$ cat config.mk
export PLATFORM = sky130hd
export DESIGN_NAME = pmc_cap_reg
export DESIGN_NICKNAME = d
export VERILOG_FILES = /design/src/pmc_pkg.sv /design/src/pmc_eep_if.sv /design/src/pmc_cap_reg.sv /design/src/pmc_eep_load.sv
export VERILOG_INCLUDE_DIRS = /design/src
export SDC_FILE = /design/constraint.sdc
export NUM_CORES = 1
export LEC_CHECK = 0
export ABC_AREA = 1
export BUFFER_PORTS_ARGS = -buffer_cell sky130_fd_sc_hd__buf_2
export CAP_MARGIN = 20
export CORE_MARGIN = 10
export CORE_UTILIZATION = 32
export DETAILED_ROUTE_END_ITERATION = 8
export PLACE_DENSITY = 0.74
export SETUP_SLACK_MARGIN = 0.3
export SLEW_MARGIN = 20
export SYNTH_ARGS = -nofsm -noshare
export SYNTH_HDL_FRONTEND = slang
export SYNTH_SLANG_ARGS = --single-unit
$ cat constraint.sdc
create_clock -name clk_i -period 0.8 [get_ports clk_i]
set_input_delay 0.08 -clock clk_i [delete_from_list [all_inputs] [get_ports clk_i]]
set_output_delay 0.08 -clock clk_i [all_outputs]
set_load 0.02 [all_outputs]
$ cat src/pmc_defines.svh
// Constants of the power management capability register: field positions,
// reset values, constant field contents and the eeprom word bit map.
// Assumes inclusion by bare name from every file that needs them.
`ifndef PMC_DEFINES_SVH
`define PMC_DEFINES_SVH

// Register width, field positions and fixed version code
`define PMC_REG_W            16
`define PMC_VERSION_LSB      0
`define PMC_VERSION_MSB      2
`define PMC_VERSION_VAL      3'h2
`define PMC_RSVD_LSB         3
`define PMC_RSVD_MSB         8
`define PMC_LIGHT_BIT        9
`define PMC_DEEP_BIT         10
`define PMC_WAKE_LSB         11
`define PMC_WAKE_MSB         15
`define PMC_WAKE_W           5

// Wake-source bit positions inside the wake field
`define PMC_WAKE_D0          0
`define PMC_WAKE_D1          1
`define PMC_WAKE_D2          2
`define PMC_WAKE_D3HOT       3
`define PMC_WAKE_D3COLD      4

// Wake sources that are fixed in hardware
`define PMC_WAKE_D0_VAL      1'h1
`define PMC_WAKE_D3HOT_VAL   1'h1

// Eeprom word bit positions of the loadable fields
`define PMC_EEP_W            16
`define PMC_EEP_LIGHT_BIT    0
`define PMC_EEP_DEEP_BIT     1
`define PMC_EEP_WAKE_D1_BIT  2
`define PMC_EEP_WAKE_D2_BIT  3
`define PMC_EEP_WAKE_D3C_BIT 4

// Reset values of the loadable fields, before the eeprom load
`define PMC_LIGHT_RST        1'h0
`define PMC_DEEP_RST         1'h0
`define PMC_WAKE_LD_RST      3'h0

`endif

$ cat src/pmc_pkg.sv
// Types shared by the power management capability block.
// Assumes pmc_defines.svh is on the include path.
`include "pmc_defines.svh"

package pmc_pkg;

    // Register-wide data word
    typedef logic [`PMC_REG_W-1:0] pmc_word_t;

    // Eeprom configuration word
    typedef logic [`PMC_EEP_W-1:0] pmc_eep_t;

    // Configuration access sequencer, Gray coded along idle -> answer
    typedef enum logic [1:0] {
        PMC_IDLE = 2'h0,
        PMC_ANS  = 2'h1
    } pmc_state_t;

endpackage

$ cat src/pmc_eep_if.sv
// Carrier for the fields loaded from the eeprom word.
// Assumes one loader drives it and the register core reads it.
`timescale 1ns/1ps

interface pmc_eep_if;
    logic       light_sleep_capable;    // Light sleep supported
    logic       deep_sleep_capable;     // Deep sleep supported
    logic [2:0] wake_loaded;            // Wake from D1, D2, D3cold
    logic       loaded;                 // Auto initialization done

    modport loader (output light_sleep_capable, deep_sleep_capable, wake_loaded, loaded);
    modport core   (input  light_sleep_capable, deep_sleep_capable, wake_loaded, loaded);
endinterface

$ cat src/pmc_cap_reg.sv
// Power management capability register, read over configuration cycles.
// Assumes the configuration core decodes the offset and gives cfg_sel_i,
// and that requests are held off until cfg_ack_o answers.
`timescale 1ns/1ps
`include "pmc_defines.svh"

module pmc_cap_reg
    import pmc_pkg::*;
(
    input  wire logic          clk_i,                // Clock, 200 MHz
    input  wire logic          reset_i,              // Synchronous reset, high
    input  wire logic          eeprom_load_i,        // Eeprom word valid pulse
    input  pmc_pkg::pmc_eep_t  eeprom_config_word_i, // Eeprom configuration word
    input  wire logic          cfg_sel_i,            // Register selected
    input  wire logic          cfg_rd_i,             // Config read request
    input  wire logic          cfg_wr_i,             // Config write request
    input  wire logic [1:0]    cfg_byte_en_i,        // Byte enables
    input  pmc_pkg::pmc_word_t cfg_wdata_i,          // Write data, discarded
    output pmc_pkg::pmc_word_t cfg_rdata_o,          // Read data
    output logic               cfg_ack_o,            // Access answered
    output logic               cap_loaded_o          // Eeprom fields valid
);
    import pmc_pkg::*;

    pmc_eep_if eep ();

    pmc_state_t             state_q, state_d;
    pmc_word_t              rdata_q, rdata_d;
    pmc_word_t              cap_value;
    pmc_word_t              lane_data;
    logic [`PMC_WAKE_W-1:0] wake_field;
    logic                   req_valid;
    logic                   req_read;
    logic                   unused_wdata;

    ////////////////////////////////////////////////////////////////////////
    // Eeprom field holder
    pmc_eep_load u_load (
        .clk_i                (clk_i),
        .reset_i              (reset_i),
        .load_i               (eeprom_load_i),
        .eeprom_config_word_i (eeprom_config_word_i),
        .eep                  (eep)
    );

    ////////////////////////////////////////////////////////////////////////
    // Wake-source field, one bit per power state
    always_comb begin
        wake_field                   = '0;
        wake_field[`PMC_WAKE_D0]     = `PMC_WAKE_D0_VAL;
        wake_field[`PMC_WAKE_D1]     = eep.wake_loaded[0];
        wake_field[`PMC_WAKE_D2]     = eep.wake_loaded[1];
        wake_field[`PMC_WAKE_D3HOT]  = `PMC_WAKE_D3HOT_VAL;
        wake_field[`PMC_WAKE_D3COLD] = eep.wake_loaded[2];
    end

    // Assemble the register image. The image is combinational, so a read
    // taken in the cycle after a load already returns the new fields.
    //   15    wake from D3cold, eeprom
    //   14    wake from D3hot, fixed one
    //   13    wake from D2, eeprom
    //   12    wake from D1, eeprom
    //   11    wake from D0, fixed one
    //   10    deep sleep support, eeprom
    //   9     light sleep support, eeprom
    //   8..3  reserved, zero
    //   2..0  version code
    always_comb begin
        cap_value = '0;
        cap_value[`PMC_VERSION_MSB:`PMC_VERSION_LSB] = `PMC_VERSION_VAL;
        cap_value[`PMC_LIGHT_BIT]  = eep.light_sleep_capable;
        cap_value[`PMC_DEEP_BIT]   = eep.deep_sleep_capable;
        cap_value[`PMC_WAKE_MSB:`PMC_WAKE_LSB] = wake_field;
    end

    ////////////////////////////////////////////////////////////////////////
    // Byte-lane masking, one slice per byte enable; a disabled lane reads
    // zero so a partial read never carries bytes the host did not ask for
    for (genvar lane = 0; lane < 2; lane++) begin : g_lane
        assign lane_data[lane*8 +: 8] = cfg_byte_en_i[lane] ? cap_value[lane*8 +: 8] : 8'h00;
    end

    // Request qualifiers. In the answer cycle the host still holds the
    // request just answered, so nothing new may start there.
    assign req_valid = cfg_sel_i && (cfg_rd_i || cfg_wr_i) && (state_q == PMC_IDLE);
    // Both strobes at once count as a read
    assign req_read  = req_valid && cfg_rd_i;

    ////////////////////////////////////////////////////////////////////////
    // Access sequencer: take a request in idle, answer one cycle later
    always_comb begin
        state_d = state_q;
        rdata_d = rdata_q;
        case (state_q)
            PMC_IDLE: begin
                if (req_valid) begin
                    state_d = PMC_ANS;
                    // A write only earns a zero answer; no field changes
                    rdata_d = '0;
                    if (req_read) begin
                        rdata_d = lane_data;
                    end
                end
            end
            PMC_ANS: begin
                state_d = PMC_IDLE;
            end
            default: begin
                state_d = PMC_IDLE;
                rdata_d = '0;
            end
        endcase
    end

    // Sequencer registers
    always_ff @(posedge clk_i) begin
        if (reset_i) begin
            state_q <= PMC_IDLE;
            rdata_q <= '0;
        end else begin
            state_q <= state_d;
            rdata_q <= rdata_d;
        end
    end

    // Write data has no destination in a read-only register
    assign unused_wdata = ^cfg_wdata_i;

    // Outputs
    assign cfg_ack_o    = (state_q == PMC_ANS);
    assign cfg_rdata_o  = rdata_q;
    assign cap_loaded_o = eep.loaded;

endmodule

$ cat src/pmc_eep_load.sv
// Holds the capability fields captured from the eeprom word.
// Assumes load_i pulses while the word is valid during auto initialization.
`timescale 1ns/1ps
`include "pmc_defines.svh"

module pmc_eep_load
    import pmc_pkg::*;
(
    input  wire logic         clk_i,                // Clock
    input  wire logic         reset_i,              // Synchronous reset, high
    input  wire logic         load_i,               // Eeprom word valid pulse
    input  pmc_pkg::pmc_eep_t eeprom_config_word_i, // Eeprom configuration word
    pmc_eep_if.loader         eep                   // Loaded fields
);
    import pmc_pkg::*;

    logic       light_q, light_d;
    logic       deep_q, deep_d;
    logic [2:0] wake_q, wake_d;
    logic       done_q, done_d;

    ////////////////////////////////////////////////////////////////////////
    // Next values: capture on the load pulse, else hold
    always_comb begin
        light_d = light_q;
        deep_d  = deep_q;
        wake_d  = wake_q;
        done_d  = done_q;
        if (load_i) begin
            light_d   = eeprom_config_word_i[`PMC_EEP_LIGHT_BIT];
            deep_d    = eeprom_config_word_i[`PMC_EEP_DEEP_BIT];
            wake_d[0] = eeprom_config_word_i[`PMC_EEP_WAKE_D1_BIT];
            wake_d[1] = eeprom_config_word_i[`PMC_EEP_WAKE_D2_BIT];
            wake_d[2] = eeprom_config_word_i[`PMC_EEP_WAKE_D3C_BIT];
            done_d    = 1'h1;
        end
    end

    // Registers
    always_ff @(posedge clk_i) begin
        if (reset_i) begin
            light_q <= `PMC_LIGHT_RST;
            deep_q  <= `PMC_DEEP_RST;
            wake_q  <= `PMC_WAKE_LD_RST;
            done_q  <= 1'h0;
        end else begin
            light_q <= light_d;
            deep_q  <= deep_d;
            wake_q  <= wake_d;
            done_q  <= done_d;
        end
    end

    // Drive the carrier
    assign eep.light_sleep_capable = light_q;
    assign eep.deep_sleep_capable  = deep_q;
    assign eep.wake_loaded         = wake_q;
    assign eep.loaded              = done_q;

endmodule

* Word level (Yosys, flattened, before mapping)
Cells that the tools add are included.
Word-level totals: register bits 23, bits in latches 0, memory bits (writable) 0, bits in read-only memories 0, input bits 40, word-level logic and storage cells 21, memories 0
Cells by class: add/sub/neg operators 0, multipliers 0, divide/modulo/power cells 0, magnitude comparators 0, equality and inequality tests 1, shifts and indexed selects 0, muxes and demuxes 5, bitwise gates (word level) 2, reductions and logical operators 7
Operators by type and width (count):
- $mux 16 | 2
- $pmux 16 s2 | 1
- $mux 8 | 1
- $logic_and 1x1->1 | 3
- $logic_not 2->1 | 1
- $mux 2 | 1
- $ne 2x2->1 const B | 1
- $not 1->1 | 2
- $reduce_and 2->1 | 1
- $reduce_or 2->1 | 1
- $logic_or 1x1->1 | 1

* Longest topological paths before layout
Gate-level depths: netlist of run 1.
word-level depth 7, depth in mapped cells 6, gate-level depth less buffers 5

* By module
A second synthesis of run 1 with hierarchy kept.
Second synthesis, totals: cells, all modules 93, area, all modules 743.2 um^2
Modules (own cells, without submodules):
- pmc_cap_reg | instances 1, cells an instance 58, area an instance 494.2 um^2
- pmc_eep_load | instances 1, cells an instance 35, area an instance 249.0 um^2

* Worst setup path after synthesis of run 1
Ideal clock, no wire load.
path type register to register, start point register state_q[0], end point register rdata_q[10], in the netlist cfg_rdata_o[10], arrival time 0.787 ns, setup slack -0.107 ns, stages on the path, launching flop included 5, buffers on the path 0, period minus slack after synthesis 0.907 ns, cells stage by stage dfxtp_1 -> nor2_4 -> nand2_4 -> nand2_1 -> a21oi_1
Between the ends: cells in the longest elaborated chain, start to end 6, elaborated cells between the ends (all ways) 9, classes of those cells eq/ne: 1; mux: 3; bitwise: 1; reduce/logical: 4
Ends and longest elaborated chain:
- start, declared | RTL line pmc_cap_reg.sv:27 | pmc_state_t state_q, state_d;
- start signal, assigned | RTL line pmc_cap_reg.sv:121 | state_q <= state_d;
- $logic_not 2->1 | RTL line pmc_cap_reg.sv:85, pmc_cap_reg.sv:94
- $logic_and 1x1->1 | RTL line pmc_cap_reg.sv:85 | assign req_valid = cfg_sel_i && (cfg_rd_i || cfg_wr_i) && (state_q == PMC_IDLE);
- $logic_and 1x1->1 | RTL line pmc_cap_reg.sv:87 | assign req_read = req_valid && cfg_rd_i;
- $mux 16 | RTL line pmc_cap_reg.sv:100 | if (req_read) begin
- $mux 16 | RTL line pmc_cap_reg.sv:96 | if (req_valid) begin
- $pmux 16 s2 | RTL line pmc_cap_reg.sv:94 | case (state_q)
- end signal, assigned | RTL line pmc_cap_reg.sv:122 | rdata_q <= rdata_d;
- end, declared | RTL line pmc_cap_reg.sv:28 | pmc_word_t rdata_q, rdata_d;
Parallel ways exist; a longest one is shown, timed or not. The select of a mux whose other input is x is not followed. A chain may end at the register's enable or synchronous reset.

* Worst setup path after layout of run 1
start point register state_q[0], end point register rdata_q[12], in the netlist cfg_rdata_o[12]
The elaborated chain is that of the path after synthesis.

==> metrics.md, run 1 <==
| Metric | Value |
|---|---|
| Status | finished with violations |
| Failing checks | setup timing |
| GRT Total Usage | 7.30% |
| Crit path kind | flip-flop to flip-flop |
| Final slew viol count | 0 |
| R2R Path End | cfg_rdata_o[12]$_SDFFE_PP0P_ |
| Commonest cells after routing, fill and taps aside | nand2_1, dfxtp_2, buf_2, a21oi_1, buf_6 |
| Fin Setup TNS | -0.794 ns |
| Die width | 64.3 um |
| Hold Buf Count CTS | 0 |
| Cells after DPL | 126 |
| CP endpoint kind | flip-flop |
| Power density cells | 1660 nW/um^2 |
| CP Cell Sequence | nor2_4, nand2_4, nand2_1, a21oi_1 |
| Routed wire length | 1430 um |
| Gate Count Post-Synth | 82 |
| GRT busiest layer | met2 |
| Postcts setup bufs | 0 |
| Worst Path Max Fanout | 8 |
| Main area contributors after synthesis | dfxtp_1, nand2_1, buf_4 |
| M1 GR Usage | 8.12% |
| Met3 Resource Use GR | 5.75% |
| DR DRC count | 0 |
| Commonest non-fill, non-tap cell in the layout | nand2_1 |
| # setup viols final | 16 |
| RSZ-0062 raised after global routing | yes |
| Post-DP HPWL | 1120 um |
| Peak supply drop | 0.00118 V |
| R2R cell count | 4 |
| CTS tree | built |
| Top delay family on crit path | simple AND/OR/NAND/NOR gates |
| Num CTS Buffers | 3 |
| Clk buf depth | 2 |
| Routed via count | 549 |
| Setup WS pre-CTS | -0.0897 ns |
| Root Driver | clkbuf_4 |
| Worst-Skew Late Latency | 0.27 ns |
| Startpoint types | flip-flop |
| Mapped cell area | 629 sq um |
| Worst-case hold path end point | u_load.eep.light_sleep_capable$_SDFFE_PP0P_ |
| Synth warn | 0 |
| Share of layout cells above drive strength 1 | 42.9% |
| Row count | 15 |
| Vias in the first global route | 583 |
| RR Startpoint | state_q[0]$_SDFFE_PP0P_ |
| Final min period | 0.891 ns |
| Seq/Total Area, Yosys | 44.5% |
| Synth-to-layout area growth | 31.2% |
| Post-synth top area share | 44.5% |
| Hold Vio Cnt, Final | 0 |
| Synthesis-stage register bit count | 14 |
| Clock Sinks | 14 |
| Hold path depth | 3 |
| Required time worst endpoint | 0.96 ns |
| Final net count | 146 |
| Leakage | 0.406 nW |
| Fin util | 45.8% |
| Gpl congestion | 0.765 |
| Slowest cell on crit path | dfxtp_2 |
| M2 GR Usage | 10.7% |
| Min-delay src | eeprom_config_word_i[0] |
| Fmax | 1.12 GHz |
| Total design power | 1.37 mW |
| Post-route ant nets | 0 |
| Worst hold path class | input pin to flip-flop |
| Max-cap violations | 0 |
| Area of the die | 4140 sq um |
| Initial cell density of the core | 34.9% |
| Buffers & Inverters on Critical Path | 0 |
| Htree depth | 1 |
| Dominant cell type by area after synthesis | dfxtp_1 |
| Core area | 1800 sq um |
| First-pass GRT wire length | 2530 um |
| First-pass DRT Iterations | 4 |
| Largest net degree at the start of global routing | 15 |
| Finished Layout Cells | 130 |
| Post-DR vias/cell | 4.22 |
| Antenna diode instance count | 0 |
| Netlist cell types | 13 |
| Ports | 58 |
| Syn_area_per_cell | 7.68 sq um |
| R2R Setup Slk | -0.09 ns |
| Worst setup margin | -0.0910 ns |
| Gr ovfl total | 0 |
| Iter 0 DRT Violations | 4 |
| Skew final | 0.00335 ns |
| Critical Path AT | 1.05 ns |
| Initial antenna violation count | 0 |
| WL per Instance | 11.0 um |
| Clock slew at reported path FFs | 0.08 ns |
| Final Cycle Share | 111% |
| Die height | 64.3 um |
| Critical Path Max Stage Delay | 0.34 ns |
| PortBufs | 22 |
worst max path at each step:
stage	from	end	slack, ns	cells after the start
after floorplan	state_q[0]$_SDFFE_PP0P_	cfg_rdata_o[10]$_SDFFE_PP0P_	-0.03	4
after detailed placement	state_q[0]$_SDFFE_PP0P_	cfg_rdata_o[10]$_SDFFE_PP0P_	-0.09	4
after global placement	state_q[0]$_SDFFE_PP0P_	cfg_rdata_o[15]$_SDFFE_PP0P_	-0.06	4
after CTS	state_q[0]$_SDFFE_PP0P_	cfg_rdata_o[10]$_SDFFE_PP0P_	-0.09	4
after global routing	state_q[0]$_SDFFE_PP0P_	cfg_rdata_o[13]$_SDFFE_PP0P_	-0.20	4
final	state_q[0]$_SDFFE_PP0P_	cfg_rdata_o[12]$_SDFFE_PP0P_	-0.09	4
Yosys cell counts, drive strengths merged:
library cell and number:
nand3 7, conb 1, nor2 4, buf 11, dfxtp 14, inv 8
clkinv 1, nand2 24, a21oi 12
layer usage:
metal  vias to the layer above  wire, um
met3                         2       189
met4                         0         6
met5                         -         0
li1                        284         -
met1                       235       616
met2                        28       615
final cells by class:
| type | instances | area, sq um |
|---|---|---|
| fill | 198 | 976 |
| sequential | 14 | 300 |
| multi-input combinational | 55 | 255 |
| timing repair buffer | 23 | 174 |
| inverter | 9 | 38.8 |
| tap | 25 | 31.3 |
| clock buffer | 4 | 26.3 |
sequential cells by signal, summed over array words and instances, names as in the netlist:
| signal | flops |
|---|---|
| u_load.eep.wake_loaded | 3 |
| state_q | 1 |
| u_load.eep.loaded | 1 |
| cfg_rdata_o | 7 |
| u_load.eep.deep_sleep_capable | 1 |
| u_load.eep.light_sleep_capable | 1 |
cell families (layout without fill, tap and decap cells):
group / count (synthesis) / after routing / synth area share [%]
other: 1 / 8 / 0.596
AND/OR/NAND/NOR: 35 / 35 / 25.8
buffers and inverters: 20 / 36 / 19.5
AO/OA/AOI/OAI: 12 / 12 / 9.54
flip-flops: 14 / 14 / 44.5
metrics by stage:
| step | cell area (sq um) | hold WS (ns) |
|---|---|---|
| after detailed placement | 727 | 0.334 |
| after CTS | 813 | 0.0348 |
| after global routing | 826 | 0.0437 |
| final | 826 | 0.0402 |
| after global placement | 727 | 0.330 |
| after floorplan | 666 | 0.139 |
power breakdown:
group | switching (mW) | leakage (nW) | internal, mW | total (mW)
sequential | 0.0179 | 0.121 | 0.727 | 0.744
clock | 0.211 | 0.0150 | 0.193 | 0.404
combinational | 0.141 | 0.270 | 0.0795 | 0.220
total | 0.370 | 0.406 | 0.999 | 1.37
tightest hold or removal path, cell delays in order:
cell and delay [ns]:
buf_2 0.10, nand2_1 0.05, a21oi_1 0.05
repair_timing:
action,4_1_cts,5_1_grt
resized for setup,25,5
pin swaps,2,1
endpoints found under the setup margin,24,24
Power figures use the tool's default switching activity.
==> inputs of run 2 (changes only) <==
CORE_UTILIZATION = 35   (was 32)
PLACE_DENSITY = 0.77   (was 0.74)
clock period = 1 ns   (was 0.8 ns; I/O delays follow)
==> run 2 against run 1 <==
The flow now finishes without violations. Clock-buffer cell count stayed put. Maximum frequency rose by 1.3%. Non-clock buffer count up 2. Critical path type unchanged. Largest power group unchanged.
==> metrics.md, run 2 (synthesized netlist as in run 1, its figures left out) <==
| Metric | Value |
|---|---|
| Max-cap violations | 0 (unchanged) |
| Routed via count | 565 (+2.9%) |
| Vias in the first global route | 553 (-5.1%) |
| CP endpoint kind | flip-flop |
| Iter 0 DRT Violations | 10 (+6) |
| Initial cell density of the core | 36.8% (+1.9 points) |
| WL per Instance | 10.4 um (-5.5%) |
| Number of fill cells | 177 (-11%) |
| Clock slew at reported path FFs | 0.08 ns (about the same) |
| Root Driver | clkbuf_4 |
| Post-DR vias/cell | 4.28 (+1.4%) |
| Crit path kind | flip-flop to flip-flop |
| Synth-to-layout area growth | 33.8% |
| Post-route ant nets | 0 (unchanged) |
| Worst hold path class | input pin to flip-flop |
| Fin util | 49.3% (+3.5 points) |
| Peak supply drop | 0.00107 V (-9.0%) |
| # setup viols final | 0 (-16) |
| Final Cycle Share | 88.0% (-23 points) |
| DR DRC count | 0 (unchanged) |
| Max reg flops | 7 (unchanged) |
| R2R cell count | 4 (unchanged) |
| Antenna diode instance count | 0 (unchanged) |
| R2R Setup Slk | 0.12 ns (+0.21 ns) |
| Fmax | 1.14 GHz (+1.3%) |
| Worst Path Max Fanout | 8 (unchanged) |
| Required time worst endpoint | 1.16 ns (+0.20 ns) |
| Hold Vio Cnt, Final | 0 (unchanged) |
| Clk buf depth | 2 (unchanged) |
| PortBufs | 22 (unchanged) |
| Initial antenna violation count | 0 (unchanged) |
| Core area | 1710 sq um (-5.2%) |
| First-pass GRT wire length | 2400 um (-5.2%) |
| Flip-flop and latch area | 292 sq um (-2.9%) |
| Htree depth | 1 (unchanged) |
| Routed wire length | 1370 um (-4.0%) |
| Gr ovfl total | 0 (unchanged) |
| Fin Setup TNS | 0 ns (+0.794 ns) |
| Critical Path AT | 1.04 ns (about the same) |
| Largest net degree at the start of global routing | 15 (unchanged) |
| RSZ-0062 raised after global routing | yes |
| Die height | 62.4 um (-3.0%) |
| Hold Buf Count CTS | 0 (unchanged) |
| Clock Sinks | 14 (unchanged) |
| Power density cells | 1380 nW/um^2 (-17%) |
| Commonest non-fill, non-tap cell in the layout | nand2_1 |
| Worst-Skew Late Latency | 0.27 ns (about the same) |
| RR Startpoint | state_q[0]$_SDFFE_PP0P_ |
| Commonest cells after routing, fill and taps aside | nand2_1, a21oi_1, buf_2, dfxtp_2, buf_6 |
| Leakage | 0.421 nW (+3.8%) |
| Final min period | 0.880 ns (-0.0113 ns) |
| GRT Total Usage | 7.35% (+0.046 points) |
| Share of layout cells above drive strength 1 | 39.3% (-3.6 points) |
| First-pass DRT Iterations | 4 (unchanged) |
| Skew final | 0.00199 ns (-0.00136 ns) |
| Post-DP HPWL | 1050 um (-5.9%) |
| Final net count | 148 (+1.4%) |
| Num CTS Buffers | 3 (unchanged) |
| Die width | 62.4 um (-3.0%) |
| Area occupied by multi-input gates | 253 sq um (-0.98%) |
| R2R Path End | cfg_rdata_o[15]$_SDFFE_PP0P_ |
| Ports | 58 (unchanged) |
| Gpl congestion | 0.758 (-0.86%) |
| Final slew viol count | 0 (unchanged) |
| CTS tree | built |
| Status | complete, no violations |
| Startpoint types | flip-flop |
| CP Capture Point | cfg_rdata_o[15]$_SDFFE_PP0P_ |
| Row count | 15 (unchanged) |
| Crit path launch | state_q[0]$_SDFFE_PP0P_ |
| Worst Hold Margin | 0.0711 ns (+0.0308 ns) |
| Area of the die | 3890 sq um (-5.9%) |
## run 2: area by class of cell
cell class | instances | area share (%)
inverter | 9 | 4.61
tap | 25 | 3.71
sequential | 14 | 34.6
clock buffer | 4 | 4.31
multi-input combinational | 55 | 30.0
timing repair buffer | 25 | 22.7
## run 2: worst min-delay path by stage
| stage | end | from | slack, ns | cells past startpoint |
|---|---|---|---|---|
| final | u_load.eep.light_sleep_capable$_SDFFE_PP0P_ | eeprom_config_word_i[0] | 0.07 | 3 |
| after global routing | u_load.eep.light_sleep_capable$_SDFFE_PP0P_ | eeprom_config_word_i[0] | 0.06 | 3 |
| after CTS | u_load.eep.light_sleep_capable$_SDFFE_PP0P_ | eeprom_config_word_i[0] | 0.06 | 3 |
| after detailed placement | u_load.eep.light_sleep_capable$_SDFFE_PP0P_ | eeprom_config_word_i[0] | 0.36 | 3 |
| after global placement | u_load.eep.light_sleep_capable$_SDFFE_PP0P_ | eeprom_config_word_i[0] | 0.35 | 3 |
| after floorplan | cfg_rdata_o[14]$_SDFFE_PP0P_ | reset_i | 0.16 | 1 |
## run 2: critical path: stages (launching register included)
cell	delay [ns]
dfxtp_2	0.34
nor2_4	0.19
nand2_4	0.11
nand2_1	0.07
a21oi_1	0.05
## run 2: per-stage QoR
stage                     instances  setup WS (ns)  cell area, sq um  power [mW]
after CTS                       130          0.112               813        1.17
after detailed placement        125          0.124               716       0.762
after floorplan                  89          0.166               658       0.739
final                           132          0.120               842        1.16
after global placement          125          0.146               716       0.759
after global routing            132         0.0368               842        1.24
## run 2: where the power goes
group,leakage [nW],switching [mW],internal (mW)
clock network,0.0210,0.169,0.221
logic,0.282,0.109,0.0634
registers,0.118,0.0146,0.581
total,0.421,0.293,0.866
## run 2: timing repair
| action | in CTS | in global routing |
|---|---|---|
| setup buffers | 1 | 2 |
| cloned | 0 | 0 |
| gates resized for setup | 21 | 5 |
| setup endpoints to repair | 18 | 18 |
## run 2: layer usage
metal	global-route usage, %	up-vias	share of wire, %	routed length (um)
met2	11.8	26	45	612
li1	-	290	-	-
met5	0	-	0	0
met3	5.91	2	13	172
met1	7.54	247	42	579
met4	0.838	0	0.37	5
==> inputs of run 3 (changes only) <==
BUFFER_PORTS_ARGS = -buffer_cell sky130_fd_sc_hd__clkbuf_2   (was -buffer_cell sky130_fd_sc_hd__buf_2)
HOLD_SLACK_MARGIN = 0.15   (was unset)
==> run 3 against run 2 <==
Hold slack about the same. Critical path depth unchanged. Largest cell class unchanged. Maximum frequency down 2.4%. Design area grew 5.3%.
==> metrics.md, run 3 (synthesized netlist as in run 1, its figures left out) <==
| Metric | Value |
|---|---|
| Final min period | 0.901 ns (+0.0213 ns) |
| # setup viols final | 0 (unchanged) |
| Routed via count | 547 (-3.2%) |
| Crit path kind | flip-flop to flip-flop |
| Post-route ant nets | 0 (unchanged) |
| WL per Instance | 10.6 um (+2.3%) |
| Worst Path Max Fanout | 8 (unchanged) |
| Worst setup margin | 0.0990 ns (-0.0213 ns) |
| Hold Buf Count CTS | 4 (+4) |
| DR DRC count | 0 (unchanged) |
| Post-DR vias/cell | 4.14 (-3.2%) |
| Number of fill cells | 168 (-5.1%) |
| Peak supply drop | 0.000734 V (-32%) |
| Placed inst area | 716 sq um (unchanged) |
| Htree depth | 1 (unchanged) |
| Final net count | 149 (+0.68%) |
| Clock slew at reported path FFs | 0.07 ns (about the same) |
| Gr ovfl total | 0 (unchanged) |
| Initial cell density of the core | 36.8% (unchanged) |
| Top delay family on crit path | simple AND/OR/NAND/NOR gates |
| Hold Vio Cnt, Final | 0 (unchanged) |
| Row count | 15 (unchanged) |
| Final Cycle Share | 90.1% (+2.1 points) |
| Met3 Resource Use GR | 5.38% (-0.54 points) |
| M2 GR Usage | 12.2% (+0.38 points) |
| Clk buf depth | 2 (unchanged) |
| CTS tree | built |
| Worst hold path class | input pin to flip-flop |
| Gpl congestion | 0.759 (about the same) |
| GRT busiest layer | met2 |
| Fmax | 1.11 GHz (-2.4%) |
| Setup WS pre-CTS | 0.109 ns (-0.0151 ns) |
| Slowest cell on crit path | dfxtp_2 |
| Status | complete, no violations |
| RSZ-0062 raised after global routing | yes |
| Power density cells | 1220 nW/um^2 (-11%) |
| Antenna diode instance count | 0 (unchanged) |
| Post-DP HPWL | 1080 um (+2.2%) |
| Area of the die | 3890 sq um (unchanged) |
| Final slew viol count | 0 (unchanged) |
| PortBufs | 22 (unchanged) |
| Buffers & Inverters on Critical Path | 0 (unchanged) |
| Max reg flops | 7 (unchanged) |
| Worst Hold Margin | 0.0711 ns (+0.0000350 ns) |
| Initial antenna violation count | 0 (unchanged) |
| Worst-Skew Late Latency | 0.27 ns (about the same) |
| CP endpoint kind | flip-flop |
| Leakage | 0.437 nW (+3.7%) |
| Total design power | 1.08 mW (-6.6%) |
| Max-cap violations | 0 (unchanged) |
| M1 GR Usage | 7.15% (-0.39 points) |
| Core area | 1710 sq um (unchanged) |
| Design area | 887 sq um (+5.3%) |
| CP Cell Sequence | nor2_4, nand2_4, nand2_1, a21oi_1 |
| First-pass GRT wire length | 2420 um (+0.58%) |
| Fin util | 51.9% (+2.6 points) |
| Finished Layout Cells | 132 (unchanged) |
| Commonest cells after routing, fill and taps aside | nand2_1, a21oi_1, clkbuf_2 |
| Commonest non-fill, non-tap cell in the layout | nand2_1 |
| Critical Path AT | 1.05 ns (about the same) |
| Fin Setup TNS | 0 ns (unchanged) |
| Root Driver | clkbuf_4 |
| Area occupied by multi-input gates | 253 sq um (unchanged) |
| Num CTS Buffers | 3 (unchanged) |
| First-pass DRT Iterations | 4 (unchanged) |
| Critical Path Max Stage Delay | 0.34 ns (about the same) |
| Iter 0 DRT Violations | 12 (+2) |
| Postcts setup bufs | 0 (-1) |
| Required time worst endpoint | 1.15 ns (about the same) |
| GRT Total Usage | 7.21% (-0.14 points) |
| Die width | 62.4 um (unchanged) |
| Routed wire length | 1400 um (+2.3%) |
| Die height | 62.4 um (unchanged) |
| Ports | 58 (unchanged) |
| Clock Sinks | 14 (unchanged) |
| Startpoint types | flip-flop |
| Largest net degree at the start of global routing | 15 (unchanged) |
| Cells after DPL | 125 (unchanged) |
| Flip-flop and latch area | 294 sq um (+0.86%) |
| Share of layout cells above drive strength 1 | 35.5% (-3.7 points) |
| Skew final | 0.00327 ns (+0.00128 ns) |
| Vias in the first global route | 558 (+0.90%) |
| Synth-to-layout area growth | 41.0% |
[run 3: final cells by class]
type / instances / share of cell area, %
clock buffers: 3 / 2.54
inverters: 9 / 4.37
multi-input cells: 55 / 28.5
flip-flops and latches: 14 / 33.1
well taps: 25 / 3.53
repair buffers: 26 / 27.9
[run 3: path summary, 6_finish.rpt]
path / startpoint / end / slack, ns / depth (start not counted)
max: state_q[0]$_SDFFE_PP0P_ / cfg_rdata_o[10]$_SDFFE_PP0P_ / 0.1 / 4
min: eeprom_config_word_i[3] / u_load.eep.wake_loaded[1]$_SDFFE_PP0P_ / 0.07 / 3
max reg2reg: state_q[0]$_SDFFE_PP0P_ / cfg_rdata_o[10]$_SDFFE_PP0P_ / 0.1 / 4
min reg2reg: cfg_rdata_o[10]$_SDFFE_PP0P_ / cfg_rdata_o[10]$_SDFFE_PP0P_ / 0.47 / 2
[run 3: tightest hold or removal path, delay by kind of cell]
| family | cells | cell delay, ns |
|---|---|---|
| buf+inv | 1 | 0.08 |
| compound gates | 1 | 0.06 |
| simple gates | 1 | 0.06 |
[run 3: what timing repair did]
item | in CTS | in global routing
hold endpoints to repair | 8 | 4
gates resized for setup | 25 | 13
pin swaps | 0 | 5
endpoints found under the setup margin | 18 | 22
[run 3: layer usage]
layer  vias up  wire, um
met1       234       600
met5         -         0
met2        22       639
met3         0       162
met4         0         0
li1        291         -
[run 3: report_power, final]
| part | leakage (nW) | switching, mW | total, mW | internal (mW) |
|---|---|---|---|---|
| logic | 0.304 | 0.112 | 0.193 | 0.0810 |
| clock network | 0.0138 | 0.154 | 0.294 | 0.139 |
| registers | 0.119 | 0.0165 | 0.596 | 0.579 |
| total | 0.437 | 0.283 | 1.08 | 0.800 |
